[src/verilog/tmr3_pkg.sv]
/*
  Package for the reload/capture timer: register offsets, bit positions,
  reset values and divider counts.
  Assumes a 32-bit AXI4-Lite register bus with byte addresses.
*/
`default_nettype none

package tmr3_pkg;

  // ----------------------------------------------------------------
  // Bus geometry
  // ----------------------------------------------------------------
  localparam int          ADDR_W = 5;
  localparam int          DATA_W = 32;

  // ----------------------------------------------------------------
  // Register byte offsets
  // ----------------------------------------------------------------
  localparam logic [4:0]  OFS_CTRL   = 5'h00;
  localparam logic [4:0]  OFS_CNT_L  = 5'h04;
  localparam logic [4:0]  OFS_CNT_H  = 5'h08;
  localparam logic [4:0]  OFS_RLD_L  = 5'h0C;
  localparam logic [4:0]  OFS_RLD_H  = 5'h10;
  localparam logic [4:0]  OFS_CLKCTL = 5'h14;

  // ----------------------------------------------------------------
  // timer_control_reg bit positions
  // ----------------------------------------------------------------
  localparam int          CT_XCLK  = 0;
  localparam int          CT_CSS   = 1;
  localparam int          CT_RUN   = 2;
  localparam int          CT_SPLIT = 3;
  localparam int          CT_CE    = 4;
  localparam int          CT_LIEN  = 5;
  localparam int          CT_LOVF  = 6;
  localparam int          CT_HOVF  = 7;

  // ----------------------------------------------------------------
  // clock_control_reg bit positions
  // ----------------------------------------------------------------
  localparam int          CK_LSEL = 0;
  localparam int          CK_HSEL = 1;
  localparam int          CK_IE   = 2;

  // ----------------------------------------------------------------
  // Reset values and constants
  // ----------------------------------------------------------------
  localparam logic [7:0]  RST_BYTE   = 8'h00;
  localparam logic [2:0]  RST_CLKCTL = 3'h0;
  localparam logic [7:0]  BYTE_MAX   = 8'hFF;
  localparam logic [3:0]  DIV12_LAST = 4'h0B;
  localparam logic [2:0]  DIV8_LAST  = 3'h7;
  localparam logic [1:0]  RESP_OKAY  = 2'h0;
  localparam logic [1:0]  RESP_SLVERR = 2'h2;

endpackage : tmr3_pkg

`default_nettype wire

[src/verilog/tmr3_sync.sv]
/*
  Two-flop synchroniser with rising-edge detector.
  Assumes an asynchronous single-bit input; the pulse lasts one clock.
*/
`timescale 1ns/1ps
`default_nettype none

module tmr3_sync
  import tmr3_pkg::*;
(
  // Clock and reset
  input  wire logic i_mclk,
  input  wire logic i_nrst,
  // Raw input
  input  wire logic i_async,
  // Synchronised rising edge
  output logic      o_rise
);

  logic meta_r, meta_nxt;
  logic sync_r, sync_nxt;
  logic last_r, last_nxt;

  always_comb
  begin
    meta_nxt = i_async;
    sync_nxt = meta_r;
    last_nxt = sync_r;
  end

  always_ff @(posedge i_mclk)
  begin
    if (!i_nrst)
    begin
      meta_r <= 1'b0;
      sync_r <= 1'b0;
      last_r <= 1'b0;
    end
    else
    begin
      meta_r <= meta_nxt;
      sync_r <= sync_nxt;
      last_r <= last_nxt;
    end
  end

  // One pulse per rising edge
  assign o_rise = sync_r & ~last_r;

endmodule : tmr3_sync

`default_nettype wire

[src/verilog/tmr3_cnt8.sv]
/*
  One 8-bit count byte with software write, reload and wrap detect.
  Assumes the parent supplies increment, reload value and write strobe.
*/
`timescale 1ns/1ps
`default_nettype none

module tmr3_cnt8
  import tmr3_pkg::*;
(
  // Clock and reset
  input  wire logic       i_mclk,
  input  wire logic       i_nrst,
  // Counting
  input  wire logic       i_inc,
  input  wire logic       i_load,
  input  wire logic [7:0] i_load_val,
  // Software write
  input  wire logic       i_wr,
  input  wire logic [7:0] i_wr_val,
  // State
  output logic [7:0]      o_cnt,
  output logic            o_wrap
);

  logic [7:0] cnt_r, cnt_nxt;

  assign o_wrap = i_inc & (cnt_r == BYTE_MAX);
  assign o_cnt  = cnt_r;

  always_comb
  begin
    cnt_nxt = cnt_r;
    if (i_wr)
      cnt_nxt = i_wr_val;
    else if (o_wrap && i_load)
      cnt_nxt = i_load_val;
    else if (i_inc)
      cnt_nxt = cnt_r + 8'h01;
  end

  always_ff @(posedge i_mclk)
  begin
    if (!i_nrst)
      cnt_r <= RST_BYTE;
    else
      cnt_r <= cnt_nxt;
  end

endmodule : tmr3_cnt8

`default_nettype wire

[src/verilog/tmr3_top.sv]
/*
  Reload/capture timer: two count bytes, reload bytes, prescalers,
  capture triggers and an AXI4-Lite register slave.
  Assumes one clock; triggers and external oscillator are asynchronous.
*/
// Added by the designer: the address map and the AXI4-Lite slave port.
`timescale 1ns/1ps
`default_nettype none

module tmr3_top
  import tmr3_pkg::*;
(
  // Clock and reset
  input  wire logic              i_mclk,
  input  wire logic              i_nrst,
  // AXI4-Lite write
  input  wire logic [ADDR_W-1:0] i_awaddr,
  input  wire logic              i_awvalid,
  output logic                   o_awready,
  input  wire logic [DATA_W-1:0] i_wdata,
  input  wire logic [3:0]        i_wstrb,
  input  wire logic              i_wvalid,
  output logic                   o_wready,
  output logic [1:0]             o_bresp,
  output logic                   o_bvalid,
  input  wire logic              i_bready,
  // AXI4-Lite read
  input  wire logic [ADDR_W-1:0] i_araddr,
  input  wire logic              i_arvalid,
  output logic                   o_arready,
  output logic [DATA_W-1:0]      o_rdata,
  output logic [1:0]             o_rresp,
  output logic                   o_rvalid,
  input  wire logic              i_rready,
  // Clock and capture sources
  input  wire logic              i_ext_osc,
  input  wire logic              i_usb_sof,
  input  wire logic              i_low_freq_osc,
  // Interrupt request
  output logic                   o_irq
);

  // ----------------------------------------------------------------
  // Declarations
  // ----------------------------------------------------------------
  logic [7:0]        ctrl_r,   ctrl_nxt;
  logic [2:0]        clkctl_r, clkctl_nxt;
  logic [7:0]        rld_l_r,  rld_l_nxt;
  logic [7:0]        rld_h_r,  rld_h_nxt;
  logic [3:0]        d12_r,    d12_nxt;
  logic [2:0]        d8_r,     d8_nxt;
  logic              irq_r,    irq_nxt;
  logic [ADDR_W-1:0] awaddr_r, awaddr_nxt;
  logic [7:0]        wdata_r,  wdata_nxt;
  logic              wstb_r,   wstb_nxt;
  logic              aw_h_r,   aw_h_nxt;
  logic              w_h_r,    w_h_nxt;
  logic              bvalid_r, bvalid_nxt;
  logic [1:0]        bresp_r,  bresp_nxt;
  logic              arrdy_r,  arrdy_nxt;
  logic              rvalid_r, rvalid_nxt;
  logic [1:0]        rresp_r,  rresp_nxt;
  logic [DATA_W-1:0] rdata_r,  rdata_nxt;
  logic              awrdy_r,  awrdy_nxt;
  logic              wrdy_r,   wrdy_nxt;
  logic              ext_rise, sof_rise, slow_rise;
  logic              d12_tick, ext_tick, lo_tick, hi_tick;
  logic              split, ce, run, lo_inc, hi_inc, lo_wrap, hi_wrap;
  logic              cap, reload_en, do_wr, wr_cl, wr_ch;
  logic [7:0]        cnt_l, cnt_h;
  logic [DATA_W-1:0] rmux;
  logic              rmapped, wmapped;

  // ----------------------------------------------------------------
  // Synchronisers
  // ----------------------------------------------------------------
  tmr3_sync u_ext (.i_mclk(i_mclk), .i_nrst(i_nrst), .i_async(i_ext_osc),
                   .o_rise(ext_rise));
  tmr3_sync u_sof (.i_mclk(i_mclk), .i_nrst(i_nrst), .i_async(i_usb_sof),
                   .o_rise(sof_rise));
  tmr3_sync u_slow (.i_mclk(i_mclk), .i_nrst(i_nrst), .i_async(i_low_freq_osc),
                    .o_rise(slow_rise));

  // ----------------------------------------------------------------
  // Prescalers and clock select
  // ----------------------------------------------------------------
  assign d12_tick = (d12_r == DIV12_LAST);
  assign ext_tick = ext_rise & (d8_r == DIV8_LAST);
  assign lo_tick  = clkctl_r[CK_LSEL] ? 1'b1 :
                    (ctrl_r[CT_XCLK] ? ext_tick : d12_tick);
  assign hi_tick  = clkctl_r[CK_HSEL] ? 1'b1 :
                    (ctrl_r[CT_XCLK] ? ext_tick : d12_tick);
  always_comb
  begin
    d12_nxt = d12_tick ? 4'h0 : d12_r + 4'h1;
    d8_nxt  = ext_rise ? d8_r + 3'h1 : d8_r;
  end

  // ----------------------------------------------------------------
  // Mode decode and count bytes
  // ----------------------------------------------------------------
  assign split     = ctrl_r[CT_SPLIT];
  assign ce        = ctrl_r[CT_CE];
  assign run       = ctrl_r[CT_RUN];
  assign lo_inc    = split ? lo_tick : (run & lo_tick);
  assign hi_inc    = split ? (run & hi_tick) : lo_wrap;
  assign reload_en = ~ce;
  assign cap       = ce & (ctrl_r[CT_CSS] ? slow_rise : sof_rise);
  assign do_wr     = aw_h_r & w_h_r & ~bvalid_r;
  assign wr_cl     = do_wr & wstb_r & (awaddr_r == OFS_CNT_L);
  assign wr_ch     = do_wr & wstb_r & (awaddr_r == OFS_CNT_H);
  // In 16-bit mode the low byte only reloads with the high byte
  tmr3_cnt8 u_lo (.i_mclk(i_mclk), .i_nrst(i_nrst), .i_inc(lo_inc),
                  .i_load(reload_en & (split | hi_wrap)), .i_load_val(rld_l_r),
                  .i_wr(wr_cl), .i_wr_val(wdata_r), .o_cnt(cnt_l),
                  .o_wrap(lo_wrap));
  tmr3_cnt8 u_hi (.i_mclk(i_mclk), .i_nrst(i_nrst), .i_inc(hi_inc),
                  .i_load(reload_en), .i_load_val(rld_h_r),
                  .i_wr(wr_ch), .i_wr_val(wdata_r), .o_cnt(cnt_h),
                  .o_wrap(hi_wrap));

  // ----------------------------------------------------------------
  // Control, reload and flag registers
  // ----------------------------------------------------------------
  always_comb
  begin
    ctrl_nxt   = ctrl_r;
    clkctl_nxt = clkctl_r;
    rld_l_nxt  = rld_l_r;
    rld_h_nxt  = rld_h_r;
    if (do_wr && wstb_r)
    begin
      case (awaddr_r)
        OFS_CTRL:   ctrl_nxt   = wdata_r;
        OFS_RLD_L:  rld_l_nxt  = wdata_r;
        OFS_RLD_H:  rld_h_nxt  = wdata_r;
        OFS_CLKCTL: clkctl_nxt = wdata_r[2:0];
        default:    ctrl_nxt   = ctrl_r;
      endcase
    end
    // Capture overrides a software write to the reload bytes
    if (cap)
    begin
      rld_l_nxt = cnt_l;
      rld_h_nxt = cnt_h;
    end
    // Hardware sets win over a same-cycle software clear
    if (hi_wrap || cap)
      ctrl_nxt[CT_HOVF] = 1'b1;
    if (lo_wrap)
      ctrl_nxt[CT_LOVF] = 1'b1;
    irq_nxt = clkctl_nxt[CK_IE] & (ctrl_nxt[CT_HOVF] |
              (ctrl_nxt[CT_LIEN] & ctrl_nxt[CT_LOVF]));
  end

  // ----------------------------------------------------------------
  // AXI4-Lite slave
  // ----------------------------------------------------------------
  assign wmapped = (awaddr_r == OFS_CTRL)  || (awaddr_r == OFS_CNT_L) ||
                   (awaddr_r == OFS_CNT_H) || (awaddr_r == OFS_RLD_L) ||
                   (awaddr_r == OFS_RLD_H) || (awaddr_r == OFS_CLKCTL);
  always_comb
  begin
    rmapped = 1'b1;
    rmux    = 32'h0000_0000;
    case (i_araddr)
      OFS_CTRL:   rmux[7:0] = ctrl_r;
      OFS_CNT_L:  rmux[7:0] = cnt_l;
      OFS_CNT_H:  rmux[7:0] = cnt_h;
      OFS_RLD_L:  rmux[7:0] = rld_l_r;
      OFS_RLD_H:  rmux[7:0] = rld_h_r;
      OFS_CLKCTL: rmux[2:0] = clkctl_r;
      default:    rmapped   = 1'b0;
    endcase
  end
  always_comb
  begin
    awaddr_nxt = awaddr_r;
    wdata_nxt  = wdata_r;
    wstb_nxt   = wstb_r;
    aw_h_nxt   = aw_h_r;
    w_h_nxt    = w_h_r;
    bvalid_nxt = bvalid_r;
    bresp_nxt  = bresp_r;
    rvalid_nxt = rvalid_r;
    rresp_nxt  = rresp_r;
    rdata_nxt  = rdata_r;
    if (i_awvalid && awrdy_r)
    begin
      awaddr_nxt = i_awaddr;
      aw_h_nxt   = 1'b1;
    end
    if (i_wvalid && wrdy_r)
    begin
      wdata_nxt = i_wdata[7:0];
      wstb_nxt  = i_wstrb[0];
      w_h_nxt   = 1'b1;
    end
    if (do_wr)
    begin
      aw_h_nxt   = 1'b0;
      w_h_nxt    = 1'b0;
      bvalid_nxt = 1'b1;
      bresp_nxt  = wmapped ? RESP_OKAY : RESP_SLVERR;
    end
    else if (bvalid_r && i_bready)
      bvalid_nxt = 1'b0;
    if (i_arvalid && arrdy_r)
    begin
      rvalid_nxt = 1'b1;
      rdata_nxt  = rmux;
      rresp_nxt  = rmapped ? RESP_OKAY : RESP_SLVERR;
    end
    else if (rvalid_r && i_rready)
      rvalid_nxt = 1'b0;
    awrdy_nxt = ~aw_h_nxt & ~bvalid_nxt;
    wrdy_nxt  = ~w_h_nxt & ~bvalid_nxt;
    arrdy_nxt = ~rvalid_nxt;
  end

  // ----------------------------------------------------------------
  // State registers
  // ----------------------------------------------------------------
  always_ff @(posedge i_mclk)
  begin
    if (!i_nrst)
    begin
      ctrl_r   <= RST_BYTE;
      clkctl_r <= RST_CLKCTL;
      rld_l_r  <= RST_BYTE;
      rld_h_r  <= RST_BYTE;
      d12_r    <= 4'h0;
      d8_r     <= 3'h0;
      irq_r    <= 1'b0;
      awaddr_r <= '0;
      wdata_r  <= RST_BYTE;
      wstb_r   <= 1'b0;
      aw_h_r   <= 1'b0;
      w_h_r    <= 1'b0;
      bvalid_r <= 1'b0;
      bresp_r  <= RESP_OKAY;
      arrdy_r  <= 1'b0;
      rvalid_r <= 1'b0;
      rresp_r  <= RESP_OKAY;
      rdata_r  <= 32'h0000_0000;
      awrdy_r  <= 1'b0;
      wrdy_r   <= 1'b0;
    end
    else
    begin
      ctrl_r   <= ctrl_nxt;
      clkctl_r <= clkctl_nxt;
      rld_l_r  <= rld_l_nxt;
      rld_h_r  <= rld_h_nxt;
      d12_r    <= d12_nxt;
      d8_r     <= d8_nxt;
      irq_r    <= irq_nxt;
      awaddr_r <= awaddr_nxt;
      wdata_r  <= wdata_nxt;
      wstb_r   <= wstb_nxt;
      aw_h_r   <= aw_h_nxt;
      w_h_r    <= w_h_nxt;
      bvalid_r <= bvalid_nxt;
      bresp_r  <= bresp_nxt;
      arrdy_r  <= arrdy_nxt;
      rvalid_r <= rvalid_nxt;
      rresp_r  <= rresp_nxt;
      rdata_r  <= rdata_nxt;
      awrdy_r  <= awrdy_nxt;
      wrdy_r   <= wrdy_nxt;
    end
  end
  assign o_awready = awrdy_r;
  assign o_wready  = wrdy_r;
  assign o_bvalid  = bvalid_r;
  assign o_bresp   = bresp_r;
  assign o_arready = arrdy_r;
  assign o_rvalid  = rvalid_r;
  assign o_rresp   = rresp_r;
  assign o_rdata   = rdata_r;
  assign o_irq     = irq_r;
endmodule : tmr3_top
`default_nettype wire

[config.mk]
export PLATFORM = sky130hd
export DESIGN_NAME = tmr3_top
export DESIGN_NICKNAME = d
export VERILOG_FILES = /design/src/verilog/tmr3_pkg.sv /design/src/verilog/tmr3_sync.sv /design/src/verilog/tmr3_cnt8.sv /design/src/verilog/tmr3_top.sv
export SDC_FILE = /design/constraint.sdc
export NUM_CORES = 1
export LEC_CHECK = 0
export ABC_AREA = 1
export BUFFER_PORTS_ARGS = -buffer_cell sky130_fd_sc_hd__buf_2
export CORE_MARGIN = 8
export CORE_UTILIZATION = 24
export CTS_BUF_LIST = sky130_fd_sc_hd__clkbuf_8
export DETAILED_ROUTE_END_ITERATION = 16
export PLACE_DENSITY_LB_ADDON = 0.05
export SLEW_MARGIN = 20
export SYNTH_ARGS = -nofsm -noshare
export SYNTH_HDL_FRONTEND = slang
export SYNTH_SLANG_ARGS = --single-unit
[constraint.sdc]
create_clock -name i_mclk -period 4.2 [get_ports i_mclk]
set_input_delay 0.21 -clock i_mclk [delete_from_list [all_inputs] [get_ports i_mclk]]
set_output_delay 0.21 -clock i_mclk [all_outputs]
set_load 0.01 [all_outputs]
==> results.ini <==
[outcome]
outcome = completed

[routing]
drcViolationCount = 0
first_pass_iters = 4
wl_per_cell_um = 15.98
drtAntennaViolNets = 0
vias = 4318
drtIter0Drc = 178
vias_per_cell = 4.452
drt-total-wl_um = 15500

[sta]
maxSlewHeadroom_pct = 35.77
setup_viol_count_final = 0
final.setup.tns_ps = 0
fin_crit_sh_pct = 51.71
hold_viol_final = 0
finalCriticalPeriod_ps = 2172
timing.fmax_mhz = 460.4
rsz0062_at_grt = false
slew_viol_final = 0
skew_ps = 9.151
tightest_slew_ps = 962.1

[worst_hold_path]
hp-class = input pin to register
hold_depth = 3

[synthesis]
yosysWarningCount = 0
yosys_register_bits = 91
syn_area_sq_um = 4658
ys_types = 43
ys_seq_area_share_pct = 39.11
syn_inst = 657
avgSynthCellArea_sq_um = 7.090

[clocking]
ctsResizeCount = 0
clock_latency_ps = 380
cts_buffers = 9
ctsHtreeMaxLevel = 3
cts_sinks = 91
max-clock-path-buffers = 2
clock-root-buffer = clkbuf_8
cts_tree = done
clk_pin_slew_worst_paths_ps = 100

[worst_setup_path]
cp_cell_sequence = ha_1, ha_1, nand4_1, nand3_1, o21ai_0, a21oi_2, o211ai_1, a21oi_1
crit_required_ps = 4510
crit_arrival_ps = 2480
crit_family = compound AO/OA/AOI/OAI gates
reg2reg_depth = 8
crit_path_start_kind = register
crit_buf_inv = 0
cp_common_cell = ha_1
max_stage_delay_ps = 500
cp_max_fo = 8
cp.depth = 8
worstSetupPathType = register to register
cpMaxStageDelayCell = a21oi_2
end_kind = register

[pwr]
p_leak_nw = 2.140
power_mw = 1.627
max-vdd-ir-drop_uv = 119.3
power_density_nw_per_um2 = 308.9

[floorplanning]
die_height_um = 155.3
initial_core_util_pct = 24.17
pin_count = 98
row_count = 51
core_sq_um = 19270
die_area_sq_um = 24120
die_w_um = 155.3

[layout]
drive_above_1_share_pct = 12.91
nets = 761
post-route-util_pct = 27.33
multi_input_area_sq_um = 2266
fill_cells = 2161
finalInstanceArea_sq_um = 5266
area_delta_synth_final_pct = 13.05
regArea_sq_um = 1822
diodes = 0

[placed_design]
dp_hpwl_um = 11830
port_buffers = 44
place_area_sq_um = 5049
place.gp.congestion = 0.8442

[grt]
grt_pass1_wl_um = 23640
grt_overflow_total = 0
grt_pass1_vias = 4019
antenna_found_initial = 0
grt_max_degree = 47
grt_use_total_pct = 12.88

[job]
drv_cap = 0

-- cell type report --
class | instances | area share (%)
Sequential cell | 91 | 34.59
Clock inverter | 5 | 0.6890
Tap cell | 265 | 6.296
Multi-Input combinational cell | 443 | 43.03
Timing Repair Buffer | 48 | 4.894
Inverter | 107 | 7.627
Clock buffer | 11 | 2.875
-- worst paths after layout --
kind / startpoint / to / slack, ps
worst max-delay path: d8_r[0] / u_lo.o_cnt[1] / 2030
worst min-delay path: i_awaddr[3] / awaddr_r[3] / 80
worst max register to register: d8_r[0] / u_lo.o_cnt[1] / 2030
worst min register to register: u_ext.meta_r / u_ext.last_nxt / 420
-- state kept, by name, indices dropped and copies added (netlist names), 3 cells and up --
| register | count |
|---|---|
| ctrl_r | 8 |
| o_rdata | 8 |
| rld_h_r | 8 |
| rld_l_r | 8 |
| u_hi.o_cnt | 8 |
| u_lo.o_cnt | 8 |
| wdata_r | 8 |
| awaddr_r | 5 |
| d12_r | 4 |
| clkctl_r | 3 |
| d8_r | 3 |
-- cell usage in the layout, fill, tap and decap left out, drive strengths merged --
cell type      n
nand2        127
inv          107
dfxtp         91
a21oi         63
nor2          60
buf           45
o21ai         43
nand3         43
conb          26
nand4         14
a31oi         13
o22ai         13
clkbuf        11
xor2           8
nor3           6
o211ai         5
ha             5
o221ai         4
nand3b         3
clkinvlp       3
dlygate4sd3    3
nor4           2
a221oi         2
a211oi         2
clkinv         2
a32o           1
o21a           1
or2            1
xnor2          1
-- synth_stat cells (all sizes together) --
cell    instances  area share, %
o211ai          5           0.81
xnor2           1           0.19
inv           106            8.5
ha              5            1.3
conb            1          0.081
a21oi          63            7.2
dfxtp          91             39
nor3            6            1.2
nand4          14            1.9
xor2            8            1.5
a221oi          2           0.38
clkinv          1          0.081
o22ai          13            1.7
or2             1           0.13
nor4            2           0.27
a32o            1           0.21
buf            32            4.9
nand3          43            5.0
o21a            1           0.16
nor2           60            5.7
o21ai          43            4.6
o221ai          4           0.75
nand3b          3           0.48
a31oi          13            1.7
a211oi          2           0.32
nand2         127             11
clkbuf          9           0.73
-- cells by family after synthesis --
| family | after synthesis | synth area share, % |
|---|---|---|
| and+or+nand+nor | 256 | 25.60 |
| buffers and inverters | 148 | 14.26 |
| AOI/OAI and AO/OA | 147 | 17.92 |
| DFF | 91 | 39.11 |
| xor gates and xnor gates | 9 | 1.692 |
| adders and majority gates | 5 | 1.343 |
| other | 1 | 0.08050 |
-- layer usage --
metal  GRT usage [%]  vias up  routed length (um)
li1                -     2186                   -
met1           16.81     2013                7300
met2           20.78      106                7057
met3           3.273       13                 975
met4           3.327        0                 170
met5               0        -                   0
-- tightest hold or removal path: cells and delay by family --
family / cells / cell delay (ps)
compound gates: 1 / 70
buf+inv: 1 / 80
simple gates: 1 / 80
-- report_power, final --
part	switching [mW]	total [mW]	internal (mW)
Sequential	0.0159	0.903	0.887
Combinational	0.0931	0.132	0.0384
Clock	0.343	0.592	0.249
Total	0.452	1.63	1.17
-- per-stage QoR --
step	hold WS (ps)	cells	worst slack (ps)
after detailed placement	397.8	951	2043
final	84.90	970	2028
after global placement	392.8	951	2068
after CTS	62.44	970	2011
after global routing	108.8	970	1869
after floorplan	307.6	682	2513
-- repair_timing --
action,in CTS,in global routing
buffers inserted,0,0
hold endpoints to repair,3,0
hold buffers,3,0
setup endpoints to repair,0,0
Power figures use the tool's default switching activity.
